**src/cfg_header_regs.vh**
```
// Constants for the configuration header register bank: offsets, fields, reset values.
// Assumes inclusion by bare name from design files; definitions only.
`ifndef CFG_HEADER_REGS_VH
`define CFG_HEADER_REGS_VH

// ----------------------------------------
// Internal register offsets
// ----------------------------------------
`define OFS_MEM1_UPPER_BASE 16'hd01c
`define OFS_MEM2_BASE 16'hd020
`define OFS_IO_BASE 16'hd024
`define OFS_SUBSYS_IDENT 16'hd02c
`define OFS_CAP_OFFSET 16'hd034
`define OFS_LAT_GNT_INT 16'hd03c

// ----------------------------------------
// Configuration space offsets of the window bases
// ----------------------------------------
`define CFG_OFS_MEM2_BASE 8'h20
`define CFG_OFS_IO_BASE 8'h24

// ----------------------------------------
// Field positions
// ----------------------------------------
`define MEM2_BASE_LSB 20
`define IO_BASE_LSB 8
`define MAX_LAT_LSB 24
`define MIN_GNT_LSB 16
`define INT_PIN_LSB 8
`define SUBSYS_IDENT_LSB 16

// ----------------------------------------
// Fixed values and reset values
// ----------------------------------------
`define MEM2_PREFETCH 1'b0
`define MEM2_TYPE 2'b00
`define MEM2_SPACE 1'b0
`define IO_SPACE_BIT 1'b1
`define CAP_OFFSET_VALUE 8'hdc
`define MAX_LAT_RESET 8'h0a
`define MIN_GNT_RESET 8'h02
`define INT_PIN_RESET 8'h01
`define INT_LINE_RESET 8'h00
`define BASE_RESET 32'h0000_0000

`endif

```
**src/base_window_match.v**
```verilog
// Address comparator for one target window of fixed size.
// Assumes the base register already holds only the upper bits.
`timescale 1ns/1ps
module base_window_match #(
   parameter LSB = 20
) (
   input wire [31:0] address,
   input wire [31-LSB:0] base,
   output wire hit
);

   // Upper address bits against programmed base
   assign hit = (address[31:LSB] == base);

endmodule

```
**src/pci_target_config_header_regs.v**
```verilog
// Configuration header register bank: window bases, subsystem identity,
// capability offset and latency, grant and interrupt fields.
// Assumes a one-cycle register port, an initialization loader and agent-only mode flag.
// Assumes both ports share sys_clk and that load_valid only pulses during initialization.
//
// Behaviour
// RL1 - All registers here are inaccessible while the controller runs in agent-only mode.
// RL2 - Software never writes the upper base register of memory window one.
// RL3 - Memory window two base is writable in bits 31:20; bits 19:4 reserved.
// RL4 - Memory window two reads not prefetchable, 32-bit type, memory space.
// RL5 - I/O window base is writable in bits 31:8; bits 7:1 reserved.
// RL6 - I/O base bit 0 always reads one.
// RL7 - Subsystem ident and vendor ident read-only, loadable at initialization.
// RL8 - Capability offset reads constant 0xDC in bits 7:0, upper bits zero.
// RL9 - Maximum latency field bits 31:24 resets to 0x0A, loadable.
// RL10 - Minimum grant field bits 23:16 resets to 0x02, loadable.
// RL11 - Interrupt pin code bits 15:8 resets to 0x01, loadable.
// RL12 - Interrupt line bits 7:0 read/write, resets to zero, no effect inside.
// RL13 - Request-2 or programmable pin interrupt routing is set by the loader.
// RL14 - Window two base at config 0x20, I/O base at config 0x24.
// RL15 - A target access is claimed when upper address bits equal a window base.
`timescale 1ns/1ps
`include "cfg_header_regs.vh"
module pci_target_config_header_regs #(
   parameter [15:0] SUBSYS_IDENT_RESET = 16'h5a5a, // Arbitrary neutral value
   parameter [15:0] SUBSYS_VENDOR_RESET = 16'ha5a5 // Arbitrary neutral value
) (
   input wire sys_clk,
   input wire rst,
   input wire agent_only_mode,
   input wire reg_sel,
   input wire reg_wr,
   input wire [15:0] reg_addr,
   input wire [31:0] reg_wdata,
   output reg [31:0] reg_rdata,
   output reg reg_ack,
   input wire cfg_sel,
   input wire cfg_wr,
   input wire [7:0] cfg_addr,
   input wire [31:0] cfg_wdata,
   output reg [31:0] cfg_rdata,
   output reg cfg_ack,
   input wire load_valid,
   input wire [15:0] load_subsystem_ident,
   input wire [15:0] load_subsystem_vendor_ident,
   input wire [7:0] load_max_latency,
   input wire [7:0] load_min_grant,
   input wire [7:0] load_interrupt_pin,
   input wire [31:0] target_addr,
   input wire target_is_io,
   output wire target_claim
);

   // ----------------------------------------
   // Storage
   // ----------------------------------------
   reg [11:0] mem2_base;
   reg [23:0] io_base;
   reg [15:0] subsystem_ident;
   reg [15:0] subsystem_vendor_ident;
   reg [7:0] max_latency_field;
   reg [7:0] min_grant_field;
   reg [7:0] interrupt_pin_code;
   reg [7:0] interrupt_line_field;

   // ----------------------------------------
   // Access decode
   // ----------------------------------------
   // Both ports locked out in agent-only mode; nothing taken, nothing acknowledged
   wire reg_go = reg_sel & ~agent_only_mode; // RL1
   wire cfg_go = cfg_sel & ~agent_only_mode; // RL1
   wire reg_write = reg_go & reg_wr;
   wire cfg_write = cfg_go & cfg_wr;

   // Per-port write strobes for the two window bases
   wire reg_wr_mem2 = reg_write & (reg_addr == `OFS_MEM2_BASE);
   wire cfg_wr_mem2 = cfg_write & (cfg_addr == `CFG_OFS_MEM2_BASE); // RL14
   wire reg_wr_io = reg_write & (reg_addr == `OFS_IO_BASE);
   wire cfg_wr_io = cfg_write & (cfg_addr == `CFG_OFS_IO_BASE); // RL14
   wire wr_mem2 = reg_wr_mem2 | cfg_wr_mem2;
   wire wr_io = reg_wr_io | cfg_wr_io;

   // Interrupt line is written from the internal port only
   wire wr_line = reg_write & (reg_addr == `OFS_LAT_GNT_INT); // RL12

   // Data source chosen per base, so an internal write elsewhere cannot
   // corrupt a base that the config port writes in the same cycle;
   // the internal port wins a clash on the same base
   wire [31:0] mem2_wdata = reg_wr_mem2 ? reg_wdata : cfg_wdata;
   wire [31:0] io_wdata = reg_wr_io ? reg_wdata : cfg_wdata;

   // ----------------------------------------
   // Fixed fields
   // ----------------------------------------
   // Window two is plain 32-bit memory space, never prefetchable
   wire prefetch_flag = `MEM2_PREFETCH; // RL4
   wire [1:0] memory_type = `MEM2_TYPE; // RL4
   wire memory_space_indicator = `MEM2_SPACE; // RL4
   // The I/O base always announces I/O space
   wire io_space_indicator = `IO_SPACE_BIT; // RL6
   wire [7:0] capability_list_offset = `CAP_OFFSET_VALUE; // RL8

   // Assembled register images; reserved bits read zero
   wire [31:0] mem2_image = {mem2_base, 16'h0000, prefetch_flag, memory_type, memory_space_indicator}; // RL3 RL4
   wire [31:0] io_image = {io_base, 7'h00, io_space_indicator}; // RL5 RL6
   wire [31:0] sid_image = {subsystem_ident, subsystem_vendor_ident}; // RL7
   wire [31:0] cap_image = {24'h00_0000, capability_list_offset}; // RL8
   wire [31:0] cfg2_image = {max_latency_field, min_grant_field, interrupt_pin_code, interrupt_line_field};

   // ----------------------------------------
   // Writable window bases
   // ----------------------------------------
   // Memory window two keeps only its upper twelve bits: fixed 1 MB window
   always @(posedge sys_clk or posedge rst) begin
      if (rst) begin
         mem2_base <= 12'h000;
      end else if (wr_mem2) begin
         mem2_base <= mem2_wdata[31:`MEM2_BASE_LSB]; // RL3
      end
   end

   // I/O window keeps only its upper 24 bits: fixed 256-byte window
   always @(posedge sys_clk or posedge rst) begin
      if (rst) begin
         io_base <= 24'h00_0000;
      end else if (wr_io) begin
         io_base <= io_wdata[31:`IO_BASE_LSB]; // RL5
      end
   end

   // ----------------------------------------
   // Interrupt line and initialization load
   // ----------------------------------------
   // Interrupt line is plain software storage with no effect inside the bank
   always @(posedge sys_clk or posedge rst) begin
      if (rst) begin
         interrupt_line_field <= `INT_LINE_RESET; // RL12
      end else if (wr_line) begin
         interrupt_line_field <= reg_wdata[7:0]; // RL12
      end
   end

   // Loaded fields are read-only to both ports; only the loader changes them
   always @(posedge sys_clk or posedge rst) begin
      if (rst) begin
         subsystem_ident <= SUBSYS_IDENT_RESET; // RL7
         subsystem_vendor_ident <= SUBSYS_VENDOR_RESET; // RL7
         max_latency_field <= `MAX_LAT_RESET; // RL9
         min_grant_field <= `MIN_GNT_RESET; // RL10
         interrupt_pin_code <= `INT_PIN_RESET; // RL11
      end else if (load_valid) begin
         subsystem_ident <= load_subsystem_ident; // RL7
         subsystem_vendor_ident <= load_subsystem_vendor_ident; // RL7
         max_latency_field <= load_max_latency; // RL9
         min_grant_field <= load_min_grant; // RL10
         interrupt_pin_code <= load_interrupt_pin; // RL11 RL13
      end
   end

   // ----------------------------------------
   // Internal register read
   // ----------------------------------------
   reg [31:0] next_reg_rdata;
   always @* begin
      if (reg_addr == `OFS_MEM2_BASE) begin
         next_reg_rdata = mem2_image;
      end else if (reg_addr == `OFS_IO_BASE) begin
         next_reg_rdata = io_image;
      end else if (reg_addr == `OFS_SUBSYS_IDENT) begin
         next_reg_rdata = sid_image;
      end else if (reg_addr == `OFS_CAP_OFFSET) begin
         next_reg_rdata = cap_image;
      end else if (reg_addr == `OFS_LAT_GNT_INT) begin
         next_reg_rdata = cfg2_image;
      end else begin
         next_reg_rdata = 32'h0000_0000; // Unused upper base and unmapped read zero, RL2
      end
   end

   // Configuration port read
   reg [31:0] next_cfg_rdata;
   always @* begin
      if (cfg_addr == `CFG_OFS_MEM2_BASE) begin
         next_cfg_rdata = mem2_image;
      end else if (cfg_addr == `CFG_OFS_IO_BASE) begin
         next_cfg_rdata = io_image;
      end else begin
         next_cfg_rdata = 32'h0000_0000;
      end
   end

   // Registered answers, one cycle after the request
   always @(posedge sys_clk or posedge rst) begin
      if (rst) begin
         reg_rdata <= 32'h0000_0000;
         reg_ack <= 1'b0;
         cfg_rdata <= 32'h0000_0000;
         cfg_ack <= 1'b0;
      end else begin
         reg_ack <= reg_go; // RL1
         cfg_ack <= cfg_go; // RL1
         reg_rdata <= (reg_go & ~reg_wr) ? next_reg_rdata : 32'h0000_0000;
         cfg_rdata <= (cfg_go & ~cfg_wr) ? next_cfg_rdata : 32'h0000_0000;
      end
   end

   // ----------------------------------------
   // Target window claim
   // ----------------------------------------
   wire mem2_hit;
   wire io_hit;
   base_window_match #(.LSB(`MEM2_BASE_LSB)) u_mem2_match (
      .address(target_addr),
      .base(mem2_base),
      .hit(mem2_hit)
   );
   base_window_match #(.LSB(`IO_BASE_LSB)) u_io_match (
      .address(target_addr),
      .base(io_base),
      .hit(io_hit)
   );
   assign target_claim = target_is_io ? io_hit : mem2_hit; // RL15

endmodule

```
**config.mk**
```make
export PLATFORM = sky130hd
export DESIGN_NAME = pci_target_config_header_regs
export DESIGN_NICKNAME = d
export VERILOG_FILES = /design/src/base_window_match.v /design/src/pci_target_config_header_regs.v
export VERILOG_INCLUDE_DIRS = /design/src /design/src/src
export SDC_FILE = /design/constraint.sdc
export NUM_CORES = 1
export LEC_CHECK = 0
export BUFFER_PORTS_ARGS = -buffer_cell sky130_fd_sc_hd__buf_2
export CAP_MARGIN = 20
export CORE_MARGIN = 2
export CORE_UTILIZATION = 51
export DETAILED_ROUTE_END_ITERATION = 6
export GPL_ROUTABILITY_DRIVEN = 0
export PLACE_DENSITY = 0.81
export SETUP_SLACK_MARGIN = 0.5
export SLEW_MARGIN = 25
export SYNTH_ARGS = -nofsm -noshare
export SYNTH_HDL_FRONTEND = slang
export SYNTH_SLANG_ARGS = --single-unit
```
**constraint.sdc**
```tcl
create_clock -name sys_clk -period 6.3 [get_ports sys_clk]
set_clock_uncertainty 0.1 [all_clocks]
set_input_delay 0.63 -clock sys_clk [delete_from_list [all_inputs] [get_ports sys_clk]]
set_output_delay 0.63 -clock sys_clk [all_outputs]
set_load 0.02 [all_outputs]
```
Word level (Yosys, flattened, before mapping)
Index checks and enable logic that the tools add are counted.

storage, ports and cells
  register bits = 166
  bits in latches = 0
  memory bits (writable) = 0
  bits in read-only memories = 0
  bits of input ports = 185
  output and inout port bits = 67
  word-level logic and storage cells = 49
  memories = 0

operators by class
  add/subtract/negate cells = 0
  $mul = 0
  div/mod/pow operators = 0
  $lt $le $gt $ge = 0
  equal/unequal tests = 9
  shift-type cells = 0
  multiplexer cells = 12
  bitwise operators = 16
  reduce and logical (&&, ||, !) cells = 0

operator list
  kind                                                                    count
  32-bit 2-to-1 mux                                                       11
  16-bit equality test (second input constant)                            5
  24-bit equality test                                                    1
  8-bit by 6-bit equality test with 1-bit output (second input constant)  2
  12-bit equality test                                                    1
  1-bit AND                                                               11
  1-bit inverter                                                          3
  1-bit bitwise OR                                                        2
  1-bit 2-to-1 mux                                                        1

Longest topological paths before layout
Gate-level depths: netlist of run 1.

  depth in word-level cells = 7
  gate-level depth with buffers = 6
  depth with buffers taken out = 4

By module
Synthesis of run 1 repeated with hierarchy kept, for this count alone.

unflattened totals
  cells, all modules = 627
  area, all modules = 7602.3 µm²

by module, submodules not included
  module                             times used  cells each  area an instance (µm²)  seq. area each (µm²)
  pci_target_config_header_regs      1           579         7204.4                  4003.8
  base_window_match at u_io_match    1           32          264.0                   0.0
  base_window_match at u_mem2_match  1           16          133.9                   0.0

Worst setup path before layout of run 1
Ideal clock, no wire load.

  path type = in2reg
  start = input port cfg_addr[1]
  end = register io_base[16]
  library setup time = 0.127 ns
  arrival time = 2.377 ns
  data required time = 6.073 ns
  path slack = 3.695 ns
  stages = 5
  buffers on the path = 1
  cell sequence = or4b_1 -> nor3_2 -> buf_4 -> mux2_2 -> mux2_1

on the way
  word-level cells in the longest chain between the ends = 3

RTL lines
  element                                                          RTL line                             text
  start, declared                                                  pci_target_config_header_regs.v:39   input wire [7:0] cfg_addr,
  8-bit by 6-bit equality test with 1-bit output (no source line)  n/a
  1-bit AND                                                        pci_target_config_header_regs.v:79   wire cfg_wr_io = cfg_write & (cfg_addr == `CFG_OFS_IO_BASE);
  1-bit bitwise OR                                                 pci_target_config_header_regs.v:81   wire wr_io = reg_wr_io | cfg_wr_io;
  end signal, assigned                                             pci_target_config_header_regs.v:127  io_base <= io_wdata[31:`IO_BASE_LSB];
  end, declared                                                    pci_target_config_header_regs.v:58   reg [23:0] io_base;

Every way passes these cells.
A chain may end at the register's enable or synchronous reset.

Final worst setup path of run 1
  start = register io_base[16]
  end = output port target_claim

on the way
  word-level cells in the longest chain between the ends = 2

RTL lines
  element               RTL line                             text
  24-bit equality test  base_window_match.v:13               assign hit = (address[31:LSB] == base);
  1-bit 2-to-1 mux      pci_target_config_header_regs.v:222  assign target_claim = target_is_io ? io_hit : mem2_hit;
  end, declared         pci_target_config_header_regs.v:51   output wire target_claim

Every way passes these cells.

==> metrics.csv, run 1 <==
stage,metric,value,unit
status,outcome,completed,
route,drt total wl,20430,um
die,row count,43,
worst_setup_path,r2r endpoint,reg_rdata[30],
layout,"commonest non-fill, non-tap cell in the layout",buf_2,
worst_setup_path,critical path class,reg2out,
cts,CTS Buffer Depth,2,
cts,clk slew on worst S/H paths,0.06,ns
worst_setup_path,crit path max fanout,4,
worst_setup_path,worst reg2reg path depth,4,
sta,# setup viols final,0,
cts,CTS resizes,0,
sta,Setup WS post-layout,3.112,ns
placed_design,post-place setup slack,3.012,ns
die,Die W,124.2,um
worst_setup_path,Crit. End Element,output pin,
route,Vias,5570,
job,Max Cap Viol,0,
die,die area,0.01543,mm^2
die,Starting Density,52.69,%
placed_design,final HPWL from detailed placement,15100,um
power,VDD IR-drop max,0.1753,mV
die,# IOs,252,
grt,vias in the first global route,5860,
worst_setup_path,Bufs and invs on worst path,1,
worst_setup_path,CP arrival,2.46,ns
cts,TritonCTS buffer count,17,
layout,Sequential Area,0.004004,mm^2
worst_setup_path,crit path from,io_base[16],
logic_synthesis,Yosys cell types,47,
logic_synthesis,Main synth FF type,dfrtp_1,
logic_synthesis,Mapped Cells,575,
power,overall power,2.331,mW
route,DRC errors left,0,
power,Leak Pwr,4.677,nW
power,pwr dens,252.1,mW/mm^2
sta,Rel. slew slack,34.45,%
worst_setup_path,startpoint types,register,
route,Final ANT Viol Nets,0,
sta,RSZ-0062 raised after global routing,false,
layout,fillers,1082,
die,core area,0.01399,mm^2
sta,Worst Tran Pin Value,0.9743,ns
logic_synthesis,Mean Syn Cell Area,12.82,um^2
layout,most frequent cells in the layout,"buf_2, dfrtp_1, mux2_2",
worst_setup_path,Crit path max-delay family,simple AND/OR/NAND/NOR gates,
grt,first-pass GRT wire length,31660,um
cts,worst-skew pair later-pin latency,0.43,ns
cts,setup repair bufs after CTS,0,
sta,Hold Fails Final Rpt,0,
layout,Layout Utilization,66.11,%
worst_setup_path,"slowest stage cell, crit path",or4_1,
logic_synthesis,"Async S/R FF share, synth",100.0,%
logic_synthesis,synth warn,0,
logic_synthesis,top cell type by total area after synthesis,dfrtp_1,
die,die height,124.2,um
route,Via density,5.626,
cts,H-tree depth,4,
layout,area delta synth->final,25.46,%
worst_setup_path,critical path's largest stage delay,0.56,ns
grt,All-Layer GR Usage,26.57,%
route,DRT iter0 DRCs,434,
sta,post-layout min period,3.188,ns
sta,final hold slack,0.2083,ns
grt,largest net degree at the start of global routing,83,
sta,Setup TNS Final,0,ns
worst_setup_path,Required @ worst endpoint,5.57,ns
logic_synthesis,Synth Cell Area,0.007371,mm^2
worst_hold_path,worst min path class,in2async,
logic_synthesis,Yosys reg bits,159,
sta,fmax,313.7,MHz
layout,"Net count, final",981,
placed_design,dpl cell area,0.008621,mm^2
logic_synthesis,Post-synth EDFFs,0,
placed_design,Port Buf Inserts,228,
layout,Finished Layout Cells,990,
cts,number of clock sinks,159,
worst_setup_path,critical-path cell list,xnor2_1 -> nand4_1 -> or4_1 -> o21ai_0 -> buf_2,
layout,layout cells sized above 1,51.79,%
route,TritonRoute pass-1 iters,4,
grt,antenna violations before repair,1,
logic_synthesis,Area contributors post-synth,"dfrtp_1, mux2_2, dfstp_2",
layout,Multi-input gate area,0.003179,mm^2
sta,max-slew violations,0,
logic_synthesis,"Seq/Total Area, Yosys",54.32,%
worst_setup_path,reg2reg start,io_base[22],
grt,global route total overflow,0,
layout,Final Cell Area,0.009248,mm^2
cts,CTS tree,yes,
worst_setup_path,r2r setup slk,4.87,ns
cts,hold buffers post-CTS,0,
cts,Clock Tree Root,clkbuf_16,
logic_synthesis,Yosys top cell area share,47.19,%
sta,Tcrit/Tclk final,50.60,%
placed_design,Placed Instances,956,
route,DR WL/cell,20.64,um
## kinds of logic (layout without fill, tap and decap cells)
logic type | after synthesis | in the layout | synth area share (%)
other cells | 1 | 8 | 0.05088
mux | 133 | 133 | 20.32
xor+xnor | 36 | 36 | 4.278
simple gates | 127 | 127 | 10.10
compound gates | 74 | 74 | 7.707
flops | 159 | 159 | 54.32
buf+inv | 45 | 273 | 3.225
## metal layers
metal / up-vias / track usage [%] / wire (um)
met1: 2757 / 34.99 / 8798
met3: 35 / 6.885 / 1475
met5: - / 0 / 0
li1: 2530 / - / -
met2: 248 / 42.46 / 9653
met4: 0 / 10.11 / 505
## worst register-to-register path, stage by stage, from the launching register on
cell and delay [ns]:
dfrtp_1 0.44, mux2_2 0.28, a22o_1 0.27, a22oi_1 0.15, nor2b_1 0.07
## synthesized netlist by cell type (2+ instances only)
cell type,n
a221oi_1,17
a22o_1,13
a22oi_1,14
a2bb2oi_1,11
and2_1,12
and4_1,2
buf_1,2
buf_2,6
buf_4,10
buf_6,3
clkbuf_1,17
dfrtp_1,139
dfstp_2,20
inv_1,6
mux2_1,11
mux2_2,122
nand2_1,22
nand3_1,2
nand4_1,7
nand4b_1,2
nand4bb_1,2
nor2_1,30
nor2b_1,5
nor3_1,17
nor3_2,3
nor3b_1,2
nor4_1,6
nor4_4,2
nor4b_1,2
o21ai_0,16
or4b_1,2
xnor2_1,13
xor2_1,23
## final cells by class
cell class	count	area share (%)
Inverter	6	0.2977
Timing Repair Buffer	235	13.07
Clock buffer	22	5.020
Tap cell	180	2.435
Antenna cell	1	0.02706
Multi-Input combinational cell	377	34.38
Clock inverter	10	1.475
Sequential cell	159	43.30
## how the worst max path moves through the flow
stage / endpoint / slack [ns] / depth (start not counted)
finish: target_claim / 3.11 / 5
global route: target_claim / 2.99 / 5
CTS: target_claim / 3.10 / 5
detailed placement: reg_rdata[11] / 3.01 / 5
global placement: io_base[9] / 3.04 / 4
floorplan: cfg_ack / 1.31 / 1
## report_power, final
part           switching (mW)  total, mW  internal [mW]
Sequential             0.0239       1.09           1.07
Combinational          0.0965      0.189         0.0928
Clock                   0.405       1.05          0.642
## state kept, by name, summed over array words and instances (netlist names), 8 cells and up
register / flops
max_latency_field: 8
mem2_base: 12
interrupt_line_field: 8
interrupt_pin_code: 8
subsystem_vendor_ident: 16
min_grant_field: 8
subsystem_ident: 16
io_base: 24
reg_rdata: 32
cfg_rdata: 25
Note: power is estimated with default switching activity, not from simulation.
==> run 2, diff against run 1 <==
==> constraint.sdc (replaced) <==
create_clock -name sys_clk -period 3.2 [get_ports sys_clk]
set_clock_uncertainty 0.1 [all_clocks]
set_input_delay 0.32 -clock sys_clk [delete_from_list [all_inputs] [get_ports sys_clk]]
set_output_delay 0.32 -clock sys_clk [all_outputs]
set_load 0.02 [all_outputs]
==> run 2 against run 1 <==
Non-clock buffer count increased by 9. Critical path depth is the same. Combinational power up 100%. Sequential share of layout area decreased by 0.37 points. Flip-flop and latch count did not move. Sequential power increased by 98%. Global-route usage increased by 0.44 points. Final area rose by 0.87%. Register-to-register slack got worse by 3.1 ns. Critical path type unchanged. Critical endpoint unchanged. Largest cell class unchanged.
==> metrics.csv, run 2 (same netlist as run 1, synthesis figures left out) <==
stage,metric,value,unit
cts,Clock Tree Root,clkbuf_16,
worst_setup_path,Bufs and invs on worst path,1,
grt,first-pass GRT wire length,32620,um
worst_setup_path,"slowest stage cell, crit path",or4_1,
die,Starting Density,52.69,%
worst_hold_path,Hold Startpoint,load_subsystem_vendor_ident[3],
cts,CTS tree,yes,
cts,TritonCTS buffer count,17,
layout,fillers,1061,
route,TritonRoute pass-1 iters,5,
grt,antenna violations before repair,1,
die,core area,0.01399,mm^2
power,VDD IR-drop max,0.3765,mV
worst_setup_path,critical path's largest stage delay,0.54,ns
worst_setup_path,Crit path max-delay family,simple AND/OR/NAND/NOR gates,
placed_design,Port Buf Inserts,228,
route,DRC errors left,0,
layout,layout cells sized above 1,52.32,%
placed_design,Placed Instances,965,
worst_setup_path,r2r endpoint,reg_rdata[30],
worst_setup_path,reg2reg start,io_base[22],
cts,number of clock sinks,159,
job,Max Cap Viol,0,
die,die area,0.01543,mm^2
worst_setup_path,CP Depth,5,
worst_setup_path,Required @ worst endpoint,2.78,ns
sta,Hold Fails Final Rpt,0,
layout,"commonest non-fill, non-tap cell in the layout",buf_2,
power,pwr dens,496.0,mW/mm^2
power,Leak Pwr,4.716,nW
sta,Setup WS post-layout,0.5623,ns
grt,vias in the first global route,6063,
worst_setup_path,r2r setup slk,1.81,ns
cts,clk slew on worst S/H paths,0.06,ns
sta,Setup TNS Final,0,ns
die,# IOs,252,
route,DRT iter0 DRCs,418,
layout,max reg flops,32,
layout,Finished Layout Cells,998,
die,Die W,124.2,um
worst_setup_path,Crit. End Element,output pin,
placed_design,post-place setup slack,0.6998,ns
cts,worst-skew pair later-pin latency,0.42,ns
die,die height,124.2,um
route,Via density,5.658,
sta,Rel. slew slack,42.92,%
worst_setup_path,crit path max fanout,4,
die,row count,43,
worst_hold_path,worst min path class,in2reg,
route,drt total wl,20770,um
route,Final ANT Viol Nets,0,
layout,most frequent cells in the layout,"buf_2, dfrtp_1, mux2_2",
sta,fmax,379.1,MHz
status,outcome,completed,
cts,CTS Buffer Depth,2,
layout,biggest regs,"reg_rdata: 32 flops, cfg_rdata: 25 flops, io_base: 24 flops",
sta,post-layout min period,2.638,ns
layout,diode count,0,
layout,"Most flops, register",reg_rdata,
cts,H-tree depth,4,
placed_design,final HPWL from detailed placement,15330,um
sta,Tcrit/Tclk final,82.43,%
cts,setup repair bufs after CTS,0,
grt,global route total overflow,0,
worst_setup_path,worst reg2reg path depth,4,
worst_setup_path,startpoint types,register,
worst_setup_path,critical path class,reg2out,
worst_setup_path,critical-path cell list,xnor2_1 -> nand4_1 -> or4_1 -> o21ai_2 -> buf_2,
worst_setup_path,CP arrival,2.22,ns
sta,max-slew violations,0,
sta,Worst Tran Pin Value,0.8544,ns
sta,RSZ-0062 raised after global routing,false,
worst_setup_path,Worst setup endpoint,target_claim,
layout,area delta synth->final,26.55,%
sta,# setup viols final,0,
route,Vias,5647,
grt,largest net degree at the start of global routing,63,
grt,All-Layer GR Usage,27.01,%
worst_setup_path,crit path from,io_base[17],
route,DR WL/cell,20.81,um
layout,"Net count, final",990,
run 2: cell count changes in the layout (fill, tap and decap cells not counted), moves of 2 or more:
| cell | before | now |
|---|---|---|
| buf_4 | 4 | 13 |
| buf_12 | 0 | 2 |
| buf_6 | 2 | 0 |
| clkinvlp_4 | 3 | 5 |
run 2: layout make-up:
class	instances	area (um^2)	area share [%]
tap	180	225.2	2.414
clock inverter	10	135.1	1.449
multi-input combinational	377	3174	34.03
sequential	159	4004	42.92
timing repair buffer	244	1289	13.82
clock buffer	22	474.2	5.084
inverter	6	26.28	0.2817
run 2: metrics by stage:
stage	util, %	power, mW	area [um^2]	hold slack, ns
global placement	62.17	2.551	8697	0.3700
detailed placement	62.17	2.574	8697	0.3822
global route	66.68	4.800	9328	0.01786
floorplan	-	2.384	7397	0.2971
CTS	66.65	4.653	9324	0.006455
finish	66.68	4.627	9328	0.01426
run 2: power breakdown:
part / total [mW] / internal (mW) / leakage [nW] / switching [mW]
Sequential: 2.16 / 2.11 / 2.07 / 0.0491
Combinational: 0.384 / 0.189 / 2.36 / 0.194
Clock: 2.09 / 1.28 / 0.288 / 0.801
run 2: worst reg2reg max path: stages (launching register included):
cell and delay [ns]:
dfrtp_1 0.43, mux2_2 0.28, a22o_1 0.26, a22oi_1 0.14, nor2b_1 0.06
run 2: how the worst min path moves through the flow:
stage,to,slack (ns),cells past startpoint
floorplan,cfg_ack,0.30,1
global placement,interrupt_line_field[6],0.37,1
detailed placement,interrupt_line_field[3],0.38,1
CTS,subsystem_vendor_ident[3],0.006,3
global route,interrupt_pin_code[3],0.02,2
finish,subsystem_vendor_ident[3],0.01,3
run 2: timing repair:
| item | CTS | global route |
|---|---|---|
| gates cloned | 0 | 0 |
| pin swaps | 0 | 0 |
| endpoints found under the setup margin | 1 | 1 |
| hold buffers | 1 | 0 |
| resized for setup | 2 | 1 |
| hold endpoints to repair | 33 | 0 |
run 2: routing by layer:
layer / track usage (%) / part of all wire [%]
met5: 0 / 0.063
met4: 10.18 / 2.4
met3: 7.573 / 7.6
met2: 43.17 / 48
met1: 35.20 / 42
